`config.mk`:
```
export PLATFORM = sky130hd
export DESIGN_NAME = window_watchdog_reset_gen
export DESIGN_NICKNAME = d
export VERILOG_FILES = /design/src/wdt_pkg.sv /design/src/window_watchdog_reset_gen.sv /design/src/kick_sampler.sv
export SDC_FILE = /design/constraint.sdc
export NUM_CORES = 1
export LEC_CHECK = 0
export ABC_AREA = 1
export BUFFER_PORTS_ARGS = -buffer_cell sky130_fd_sc_hd__buf_2
export CAP_MARGIN = 0
export CORE_UTILIZATION = 40
export DETAILED_ROUTE_END_ITERATION = 12
export SYNTH_ARGS = -nofsm -noshare
export SYNTH_HDL_FRONTEND = slang
export SYNTH_SLANG_ARGS = --single-unit
```
`constraint.sdc`:
```
create_clock -name clk_i -period 2.1 [get_ports clk_i]
set_input_delay 0.42 -clock clk_i [delete_from_list [all_inputs] [get_ports clk_i]]
set_output_delay 0.42 -clock clk_i [all_outputs]
set_load 0.02 [all_outputs]
```
`src/wdt_pkg.sv`:
```
// Constants and types shared by the window watchdog and reset generator
package wdt_pkg;

	////////////////////////////////////////////////////////////////////////////
	// Time base: clk_i is the oscillator
	localparam int TICK_DIV = 100;
	localparam logic [6:0] TICK_LAST = 7'(TICK_DIV - 1);
	localparam logic [6:0] DIV_RESET = 7'h00;

	// Reaction time in microseconds and its cycle count
	localparam int CLK_KHZ = 40000;
	localparam int DIP_REACTION_TIME_US = 100;
	localparam int REACT_CYCLES = DIP_REACTION_TIME_US * CLK_KHZ / 1000;
	localparam logic [11:0] REACT_LAST = 12'(REACT_CYCLES - 1);
	localparam logic [11:0] FILT_RESET = 12'h000;

	// Durations in cycle ticks
	localparam logic [6:0] PWRUP_TICKS = 7'h40;
	localparam logic [6:0] CLOSED_WINDOW_TIME = 7'h20;
	localparam logic [6:0] OPEN_WINDOW_TIME = 7'h20;
	localparam logic [6:0] RESET_START_DELAY = 7'h40;
	localparam logic [6:0] WATCHDOG_RESET_LENGTH = 7'h40;
	localparam logic [6:0] WINDOW_END = 7'(CLOSED_WINDOW_TIME + OPEN_WINDOW_TIME);
	localparam logic [6:0] CNT_RESET = 7'h00;

	// Host kick interval in tenths of a tick, for reference only
	localparam int KICK_INTERVAL_TENTHS = 464;

	// Trigger pattern, oldest sample in the top bit
	localparam logic [3:0] KICK_PATTERN = 4'hc;
	localparam logic [2:0] HIST_RESET = 3'h0;

	////////////////////////////////////////////////////////////////////////////
	// Sequencer states
	typedef enum logic [2:0] {
		ST_PWRDN = 3'b000,
		ST_PWRUP = 3'b001,
		ST_CLOSED = 3'b010,
		ST_OPEN = 3'b011,
		ST_FAULT = 3'b100,
		ST_WDRST = 3'b101
	} wd_state_type;

	localparam wd_state_type STATE_RESET = ST_PWRUP;

endpackage : wdt_pkg

```
`src/window_watchdog_reset_gen.sv`:
```
// Power-on reset generator with window watchdog and system enable
`timescale 1ns/1ps
module window_watchdog_reset_gen
	import wdt_pkg::*;
(
	// Clock and reset
	input wire logic clk_i,
	input wire logic nrst_i,
	// Supply monitor
	input wire logic supply_low_i,
	// Host side
	input wire logic kick_input_i,
	output logic host_reset_n_o,
	output logic sys_enable_out_o
);

	typedef struct packed {
		wd_state_type state;
		logic [6:0] div;
		logic [6:0] cnt;
		logic [11:0] filt;
		logic [1:0] sync;
		logic rst_n;
		logic sys_enable_out;
	} wd_type;

	localparam wd_type WD_RESET = '{
		state: STATE_RESET,
		div: DIV_RESET,
		cnt: CNT_RESET,
		filt: FILT_RESET,
		sync: 2'h0,
		rst_n: 1'b0,
		sys_enable_out: 1'b0
	};

	wd_type st;
	wd_type next_st;
	logic tick;
	logic trig;
	logic low;
	logic dip_expired;

	////////////////////////////////////////////////////////////////////////////
	// Tick and filter decodes
	assign tick = (st.div == TICK_LAST);
	assign low = st.sync[1];
	assign dip_expired = low && (st.filt == REACT_LAST);

	// Trigger sampler, idle while the host is held in reset
	kick_sampler sampler (
		.clk_i(clk_i),
		.nrst_i(nrst_i),
		.tick_i(tick),
		.clear_i(!st.rst_n),
		.kick_input_i(kick_input_i),
		.trig_o(trig)
	);

	////////////////////////////////////////////////////////////////////////////
	// Sequencer next state
	always_comb begin
		next_st = st;

		// Divide by one hundred
		next_st.div = tick ? DIV_RESET : 7'(st.div + 7'h01);

		// Two-stage synchroniser
		next_st.sync = {st.sync[0], supply_low_i};

		// Dip length counter, cleared by any good sample
		if (!low) begin
			next_st.filt = FILT_RESET;
		end else if (st.filt != REACT_LAST) begin
			next_st.filt = 12'(st.filt + 12'h001);
		end

		unique case (st.state)
			ST_PWRDN: begin
				if (!low) begin
					next_st.state = ST_PWRUP;
					next_st.cnt = CNT_RESET;
					next_st.div = DIV_RESET;
				end
			end
			ST_PWRUP: begin
				if (tick) begin
					next_st.cnt = 7'(st.cnt + 7'h01);
					if (st.cnt == 7'(PWRUP_TICKS - 7'h01)) begin
						next_st.state = ST_CLOSED;
						next_st.cnt = CNT_RESET;
					end
				end
			end
			ST_CLOSED: begin
				if (trig) begin
					next_st.state = ST_FAULT;
					next_st.sys_enable_out = 1'b0;
				end else if (tick) begin
					next_st.cnt = 7'(st.cnt + 7'h01);
					if (st.cnt == 7'(CLOSED_WINDOW_TIME - 7'h01)) begin
						next_st.state = ST_OPEN;
					end
				end
			end
			ST_OPEN: begin
				if (trig) begin
					// Late fourth sample lands here too
					next_st.state = ST_CLOSED;
					next_st.cnt = CNT_RESET;
					next_st.sys_enable_out = 1'b1;
				end else if (tick) begin
					next_st.cnt = 7'(st.cnt + 7'h01);
					if (st.cnt == 7'(WINDOW_END - 7'h01)) begin
						next_st.state = ST_WDRST;
						next_st.cnt = CNT_RESET;
						next_st.sys_enable_out = 1'b0;
					end
				end
			end
			ST_FAULT: begin
				if (tick) begin
					next_st.cnt = 7'(st.cnt + 7'h01);
					if (st.cnt == 7'(RESET_START_DELAY - 7'h01)) begin
						next_st.state = ST_WDRST;
						next_st.cnt = CNT_RESET;
					end
				end
			end
			ST_WDRST: begin
				if (tick) begin
					next_st.cnt = 7'(st.cnt + 7'h01);
					if (st.cnt == 7'(WATCHDOG_RESET_LENGTH - 7'h01)) begin
						next_st.state = ST_CLOSED;
						next_st.cnt = CNT_RESET;
					end
				end
			end
			default: begin
				next_st.state = ST_PWRDN;
				next_st.cnt = CNT_RESET;
			end
		endcase

		// Long undervoltage overrides everything
		if (dip_expired && st.state != ST_PWRDN) begin
			next_st.state = ST_PWRDN;
			next_st.cnt = CNT_RESET;
			next_st.sys_enable_out = 1'b0;
		end

		// Host reset output follows the sequencer state
		next_st.rst_n = (next_st.state == ST_CLOSED) || (next_st.state == ST_OPEN)
			|| (next_st.state == ST_FAULT);
		if (!next_st.rst_n) begin
			next_st.sys_enable_out = 1'b0;
		end
	end

	////////////////////////////////////////////////////////////////////////////
	// State register
	always_ff @(posedge clk_i) begin
		if (!nrst_i) begin
			st <= WD_RESET;
		end else begin
			st <= next_st;
		end
	end

	// Outputs come straight from flip-flops
	assign host_reset_n_o = st.rst_n;
	assign sys_enable_out_o = st.sys_enable_out;

	////////////////////////////////////////////////////////////////////////////
	// Checks
	chk_tick_spacing: assert property (@(posedge clk_i) disable iff (!nrst_i)
		tick |=> !tick [*8])
		else $error("ticks closer than the divider allows");

	chk_dip_length: assert property (@(posedge clk_i) disable iff (!nrst_i)
		(st.state != ST_PWRDN) ##1 (st.state == ST_PWRDN) |-> $past(st.filt) == REACT_LAST)
		else $error("power-down entered before the reaction time");

	chk_pwrup_low: assert property (@(posedge clk_i) disable iff (!nrst_i)
		(st.state == ST_PWRUP || st.state == ST_PWRDN) |-> !host_reset_n_o)
		else $error("host reset released during power sequence");

	chk_release_window: assert property (@(posedge clk_i) disable iff (!nrst_i)
		$rose(host_reset_n_o) |-> st.state == ST_CLOSED && st.cnt == CNT_RESET)
		else $error("reset release did not start a closed window");

	chk_pretrigger_fault: assert property (@(posedge clk_i) disable iff (!nrst_i)
		(st.state == ST_CLOSED && trig && !dip_expired) |=> st.state == ST_FAULT
			&& !sys_enable_out_o)
		else $error("pretrigger not flagged");

	chk_open_kick: assert property (@(posedge clk_i) disable iff (!nrst_i)
		(st.state == ST_OPEN && trig && !dip_expired) |=> st.state == ST_CLOSED
			&& st.cnt == CNT_RESET && sys_enable_out_o)
		else $error("open-window trigger did not restart window");

	chk_reset_start: assert property (@(posedge clk_i) disable iff (!nrst_i)
		((st.state == ST_OPEN || st.state == ST_FAULT) && tick && !trig && !dip_expired
			&& st.cnt == 7'(RESET_START_DELAY - 7'h01)) |=> !host_reset_n_o)
		else $error("watchdog reset not started at 64 ticks");

	chk_enable_reset: assert property (@(posedge clk_i) disable iff (!nrst_i)
		!host_reset_n_o |-> !sys_enable_out_o)
		else $error("system enable high while host in reset");

	// Main scenarios
	cov_good_kick: cover property (@(posedge clk_i) disable iff (!nrst_i)
		st.state == ST_OPEN && trig);
	cov_pretrigger: cover property (@(posedge clk_i) disable iff (!nrst_i)
		st.state == ST_CLOSED && trig);
	cov_missing_kick: cover property (@(posedge clk_i) disable iff (!nrst_i)
		st.state == ST_OPEN ##1 st.state == ST_WDRST);
	cov_power_down: cover property (@(posedge clk_i) disable iff (!nrst_i)
		dip_expired && host_reset_n_o);

endmodule : window_watchdog_reset_gen

```
`src/kick_sampler.sv`:
```
// Per-tick sampler and falling-edge decoder for the kick input
`timescale 1ns/1ps
module kick_sampler
	import wdt_pkg::*;
(
	// Clock and reset
	input wire logic clk_i,
	input wire logic nrst_i,
	// Control
	input wire logic tick_i,
	input wire logic clear_i,
	// Kick pin and decoded trigger
	input wire logic kick_input_i,
	output logic trig_o
);

	typedef struct packed {
		logic [2:0] hist;
		logic trig;
	} samp_type;

	samp_type st;
	samp_type next_st;

	////////////////////////////////////////////////////////////////////////////
	// Shift one sample per tick, decode high-high-low-low
	always_comb begin
		next_st = st;
		next_st.trig = 1'b0;
		if (clear_i) begin
			next_st.hist = HIST_RESET;
		end else if (tick_i) begin
			next_st.hist = {st.hist[1:0], kick_input_i};
			next_st.trig = ({st.hist, kick_input_i} == KICK_PATTERN);
		end
	end

	// State register
	always_ff @(posedge clk_i) begin
		if (!nrst_i) begin
			st <= '{hist: HIST_RESET, trig: 1'b0};
		end else begin
			st <= next_st;
		end
	end

	assign trig_o = st.trig;

	////////////////////////////////////////////////////////////////////////////
	// Checks
	chk_trig_after_tick: assert property (@(posedge clk_i) disable iff (!nrst_i)
		trig_o |-> $past(tick_i) && !$past(kick_input_i))
		else $error("trigger without a low sample on the previous tick");

	chk_clear_idle: assert property (@(posedge clk_i) disable iff (!nrst_i)
		clear_i |=> !trig_o)
		else $error("trigger decoded while sampler cleared");

endmodule : kick_sampler

```
# == Yosys cells after proc, flatten, opt, wreduce, memory -nomap -nowiden ==
# Index checks and enable logic that the tools add are counted.
# totals
reg_bits,37
in_bits,4
elab_cells,74
# classes
add_sub_neg,3
eq_ne,20
muxes,24
bitwise_logic,2
reduce_logical,16
# ops
operator,count
7-bit 2-to-1 mux,7
7-bit case mux with 4 select lines,1
3-bit 2-to-1 mux,9
17-bit 2-to-1 mux,1
3-bit case mux with 5 select lines,1
7-bit by 1-bit adder with 7-bit output (second input constant),2
12-bit by 1-bit adder with 12-bit output (second input constant),1
12-bit == test (second input constant),1
3-bit by 2-bit == test with 1-bit output (second input constant),4
12-bit inequality test (second input constant),1
3-bit == test (second input constant),3
7-bit by 5-bit == test with 1-bit output (second input constant),1
7-bit by 6-bit == test with 1-bit output (second input constant),1
7-bit == test (second input constant),1
2-bit inequality test (second input constant),3
3-bit by 2-bit inequality test with 1-bit output (second input constant),2
3-bit AND reduction,2
3-bit OR reduction,2
4-bit == test (second input constant),1
1-bit 2-to-1 mux,4
2-bit AND reduction,2
4-bit AND reduction,1
2-bit OR reduction,2
3-bit by 1-bit == test with 1-bit output (second input constant),1
8 further kinds,11

# == Logic depth before layout (Yosys ltp) ==
# depth
ltp_word,11
ltp_mapped,12
mapped_depth_nobuf,12

# == Cells and area by module ==
# From an unflattened synthesis, not the netlist that was laid out.
# hier_totals
cells_unflattened,285
hier_area_um2,1935.6
# modules_own_cells
module,instances,cells_each,area_each_um2,seq_area_each_um2
window_watchdog_reset_gen,1,263,1783.0,660.6
kick_sampler,1,22,152.6,80.1

# == Least setup slack after synthesis ==
# OpenSTA, ideal clock, no wires.
# synth_path
path_type,register -> register
startpoint,register st[4] in the netlist's numbering
endpoint,register st (netlist bit host_reset_n_o)
t_arrival_ps,1438
required_time_ps,1983
slack_ps,545
path_stages_with_launch,12
n_path_buf,0
path_cell_list,dfxtp_1 -> ha_1 -> nand2_1 -> nor2_2 -> nand2_2 -> nor2_2 -> nand2_2 -> nor2_4 -> nor2_2 -> o21a_1 -> nor2_1 -> nor2_1
# synth_between
elab_chain_cells,7
word_cells_on_any_way,9
cone_classes,eq/ne: 4; mux: 1; reduce/logical: 4
# synth_rtl
element,line,text
from (decl),window_watchdog_reset_gen.sv:37,wd_type st;
from (signal assigned),window_watchdog_reset_gen.sv:166,st <= next_st;
12-bit == test *,window_watchdog_reset_gen.sv:48,assign dip_expired = low && (st.filt == REACT_LAST);
1-bit logical AND *,window_watchdog_reset_gen.sv:48,
1-bit logical AND *,window_watchdog_reset_gen.sv:146,if (dip_expired && st.state != ST_PWRDN) begin
3-bit 2-to-1 mux *,window_watchdog_reset_gen.sv:146,
3-bit by 2-bit == test with 1-bit output,window_watchdog_reset_gen.sv:153,next_st.rst_n = (next_st.state == ST_CLOSED) || (next_st.state == ST_OPEN)
1-bit logical OR,window_watchdog_reset_gen.sv:153,
1-bit logical OR *,window_watchdog_reset_gen.sv:154,|| (next_st.state == ST_FAULT);
# Every way passes the cells marked *; elsewhere a longest branch is shown, timed or not.
# A chain may end at the register's enable or synchronous reset.

# == Final worst setup path ==
# layout_path
startpoint,register st[16] in the netlist's numbering
endpoint,register st (netlist bit sys_enable_out_o)
# layout_between
elab_chain_cells,11
word_cells_on_any_way,21
cone_classes,eq/ne: 6; mux: 10; bitwise: 1; reduce/logical: 4
# layout_rtl
element,line,text
7-bit by 6-bit == test with 1-bit output / 7-bit by 5-bit == test with 1-bit output (equally long branches),-,
3-bit 2-to-1 mux (on tied branches),"window_watchdog_reset_gen.sv:114, window_watchdog_reset_gen.sv:124, window_watchdog_reset_gen.sv:101",
3-bit 2-to-1 mux (on tied branches),"window_watchdog_reset_gen.sv:122, window_watchdog_reset_gen.sv:99",
3-bit 2-to-1 mux (on tied branches),"window_watchdog_reset_gen.sv:107, window_watchdog_reset_gen.sv:96",
3-bit case mux with 5 select lines,window_watchdog_reset_gen.sv:78,unique case (st.state)
3-bit 2-to-1 mux,window_watchdog_reset_gen.sv:146,
3-bit by 2-bit == test with 1-bit output,window_watchdog_reset_gen.sv:153,
1-bit logical OR,window_watchdog_reset_gen.sv:153,
1-bit logical OR,window_watchdog_reset_gen.sv:154,
1-bit inverter (no source line),-,
3-bit OR reduction (no source line),-,
# Several ways; a longest one is shown, not always the timed one.

==> results.toml <==
[place]
dpl_cell_area_um2 = 2098
port_buffers = 5
dp_hpwl_mm = 2.803
dp_cells = 350
pre_cts_ws_ns = 0.4038
place_congestion = 0.9079

[critical_path]
worstPathRequired_ns = 2.29
critPathArrivalTime_ns = 1.89
reg2regPathDepth = 9
critical_path.endpoint = "sys_enable_out_o$_SDFFE_PP0P_"
ff2ff_setup_slack_ns = 0.40
r2r-start = "st[16]$_SDFFE_PP0P_"
cp-start-kind = "flip-flop"
crit_start = "st[16]$_SDFFE_PP0P_"
worst-path-max-fanout = 6
worst-setup-path-type = "flip-flop to flip-flop"
end_kind = "flip-flop"
worstReg2RegEnd = "sys_enable_out_o$_SDFFE_PP0P_"

[cts]
cts_made_buffers = 5
cts_hold_buf = 0
ctsHtreeMaxLevel = 2
root_buffer = "clkbuf_8"
cts_resized = 0
clock_path_buffers = 2
postCtsSetupBuffers = 0
clock_sinks = 37
cts_tree = "built"
clk_pin_slew_worst_paths_ns = 0.08
clk_latency_ns = 0.29

[die]
dieHeight_um = 72.59
dieArea_um2 = 5269
core-area_um2 = 4755
fp.dieW_um = 72.59
io_pins = 6
start_util = 0.4192
core.rowCount = 25

[power]
vdd_drop_max_mv = 0.3048
cellPowerDensity_nw_per_um2 = 563.8
power_mw = 1.232
p_leak_nw = 0.9250

[logic_synthesis]
yosysWarnings = 0
postSynthAreaPerCell_um2 = 7.144
synth_top_area_frac = 0.3716
synth_flop_cell = "dfxtp_1"
synth.distinct_cells = 37
synth-edff-count = 0
synthTopCellsByArea = "dfxtp_1, nand2_1, nor2_1, inv_1, a21oi_1"
syn_area_um2 = 1993
syn-num-nets = 286
synth_seq_cells = 37
ys_seq_area_frac = 0.3716
netlist_instances = 279
yosysTopAreaCell = "dfxtp_1"
async_flop_share = 0

[finish]
syn2layout_area_growth_pct = 9.605
seqCellArea_um2 = 740.7
drive_gt1_frac = 0.1684
n_fill_cell = 519
fin_cells = 358
multi_input_area_um2 = 1091
num_antenna_cells = 0
finalInstanceArea_um2 = 2185
nNetsFinal = 297
final_util = 0.4595

[routing]
wl_per_cell_um = 10.47
first_iter_violations = 93
ant_nets = 0
drt-pass1-iter-count = 4
avgViaCountPerCell = 4.779
routed_wl_mm = 3.749
drc = 0
vias = 1711

[timing]
slew_headroom = 0.7361
tightestPinTransition_ns = 0.3922
max_freq_ghz = 0.5882
timing.hold.ws_ns = 0.2910
rsz0062_at_grt = "false"
setup-violations-final = 0
fin_setup_tns_ns = 0
finalCritPeriodShare = 0.8096
finalClockSkew_ns = 0.007855
finalHoldViolations = 0
worst_slack_ns = 0.3999
fin_crit_ns = 1.700
drv_slew = 0

[global_routing]
grt_usage = 0.1680
grt_max_degree = 13
grt_pass1_vias = 1625
grt_pass1_wl_mm = 6.810
overflow = 0
antenna_found_initial = 0

[job]
maxCapViolations = 0

[run_status]
outcome = "finished, final reports clean"

[min_path]
hold_path_class = "input pin to flip-flop"
==> Yosys cell counts (2+ instances only) <==
| cell | count |
|---|---|
| nand2_1 | 55 |
| dfxtp_1 | 37 |
| nor2_1 | 37 |
| inv_1 | 34 |
| a21oi_1 | 16 |
| nand3_1 | 16 |
| nand2_2 | 9 |
| o21ai_0 | 8 |
| nor2_2 | 7 |
| xor2_1 | 7 |
| nand4_1 | 6 |
| inv_2 | 4 |
| o21ai_1 | 4 |
| ha_1 | 3 |
| nand3_2 | 3 |
| nor2_4 | 3 |
| nor3_1 | 3 |
| o21a_1 | 3 |
| a31oi_1 | 2 |
| nand2_4 | 2 |
| nor3_2 | 2 |
| nor3b_1 | 2 |
| nor4_1 | 2 |
==> where the power goes <==
| group | leakage (nW) | switching [mW] | internal, mW |
|---|---|---|---|
| sequential | 0.299 | 0.00553 | 0.709 |
| combinational | 0.582 | 0.0198 | 0.0119 |
| clock | 0.0439 | 0.257 | 0.229 |
| total | 0.925 | 0.282 | 0.949 |
==> kinds of logic (layout without fill, tap and decap cells) <==
group / Yosys count / after routing / synth area share
buffers and inverters: 41 / 53 / 0.08098
xor gates and xnor gates: 8 / 8 / 0.03516
and+or+nand+nor: 153 / 153 / 0.3892
DFF: 37 / 37 / 0.3716
adders and majority gates: 3 / 3 / 0.01883
AOI/OAI and AO/OA: 37 / 37 / 0.1042
==> layout by cell type, fill, tap and decap left out, drive strengths merged <==
| master | instances |
|---|---|
| nand2 | 66 |
| nor2 | 48 |
| inv | 40 |
| dfxtp | 37 |
| nand3 | 20 |
| a21oi | 17 |
| o21ai | 12 |
| xor2 | 7 |
| nand4 | 6 |
| clkbuf | 5 |
| buf | 5 |
| nor3 | 5 |
| o21a | 3 |
| ha | 3 |
| a31oi | 2 |
| nor4 | 2 |
| nor3b | 2 |
| clkinv | 2 |
| or2 | 2 |
| xnor2 | 1 |
| o31ai | 1 |
| nand3b | 1 |
| and3 | 1 |
| a2111oi | 1 |
| a211oi | 1 |
| clkinvlp | 1 |
==> cell type report <==
cell class	instances	share of cell area
Timing Repair Buffer	5	0.01145
Sequential cell	37	0.3391
Multi-Input combinational cell	201	0.4994
Clock inverter	3	0.008018
Tap cell	67	0.03837
Inverter	40	0.07216
Clock buffer	5	0.03150
==> metal layers <==
layer  vias to the layer above  track usage  share of wire
met5                         -            0              0
met4                         0      0.06536          0.017
met3                         6      0.04972          0.023
met2                        10       0.2773           0.45
met1                       775       0.2060           0.51
li1                        920            -              -
==> worst max-delay path, cell delays in order, from the launching register on <==
cell and delay [ns]:
dfxtp_1 0.39, ha_1 0.22, nand3_2 0.14, nor2_4 0.23, nand2_2 0.11, nand2_2 0.08
nand2_2 0.06, o21a_1 0.18, nor2_1 0.13, nor2_1 0.06
==> flip-flops by register name, summed over array words and instances, names as in the netlist <==
register	flops
next_st	1
sampler.trig_o	1
sampler.st	3
sys_enable_out_o	1
host_reset_n_o	1
low	1
st	29
==> worst min path at each step <==
| stage | slack, ns | from | end | depth (start not counted) |
|---|---|---|---|---|
| finish | 0.29 | kick_input_i | sampler.trig_o$_SDFF_PN0_ | 2 |
| global route | 0.27 | kick_input_i | sampler.trig_o$_SDFF_PN0_ | 2 |
| CTS | 0.28 | kick_input_i | sampler.trig_o$_SDFF_PN0_ | 2 |
| detailed placement | 0.41 | next_st[3]$_SDFF_PN0_ | low$_SDFF_PN0_ | 2 |
| global placement | 0.40 | next_st[3]$_SDFF_PN0_ | low$_SDFF_PN0_ | 2 |
| floorplan | 0.39 | next_st[3]$_SDFF_PN0_ | low$_SDFF_PN0_ | 2 |
No activity file was read; power rests on OpenSTA's default activity.
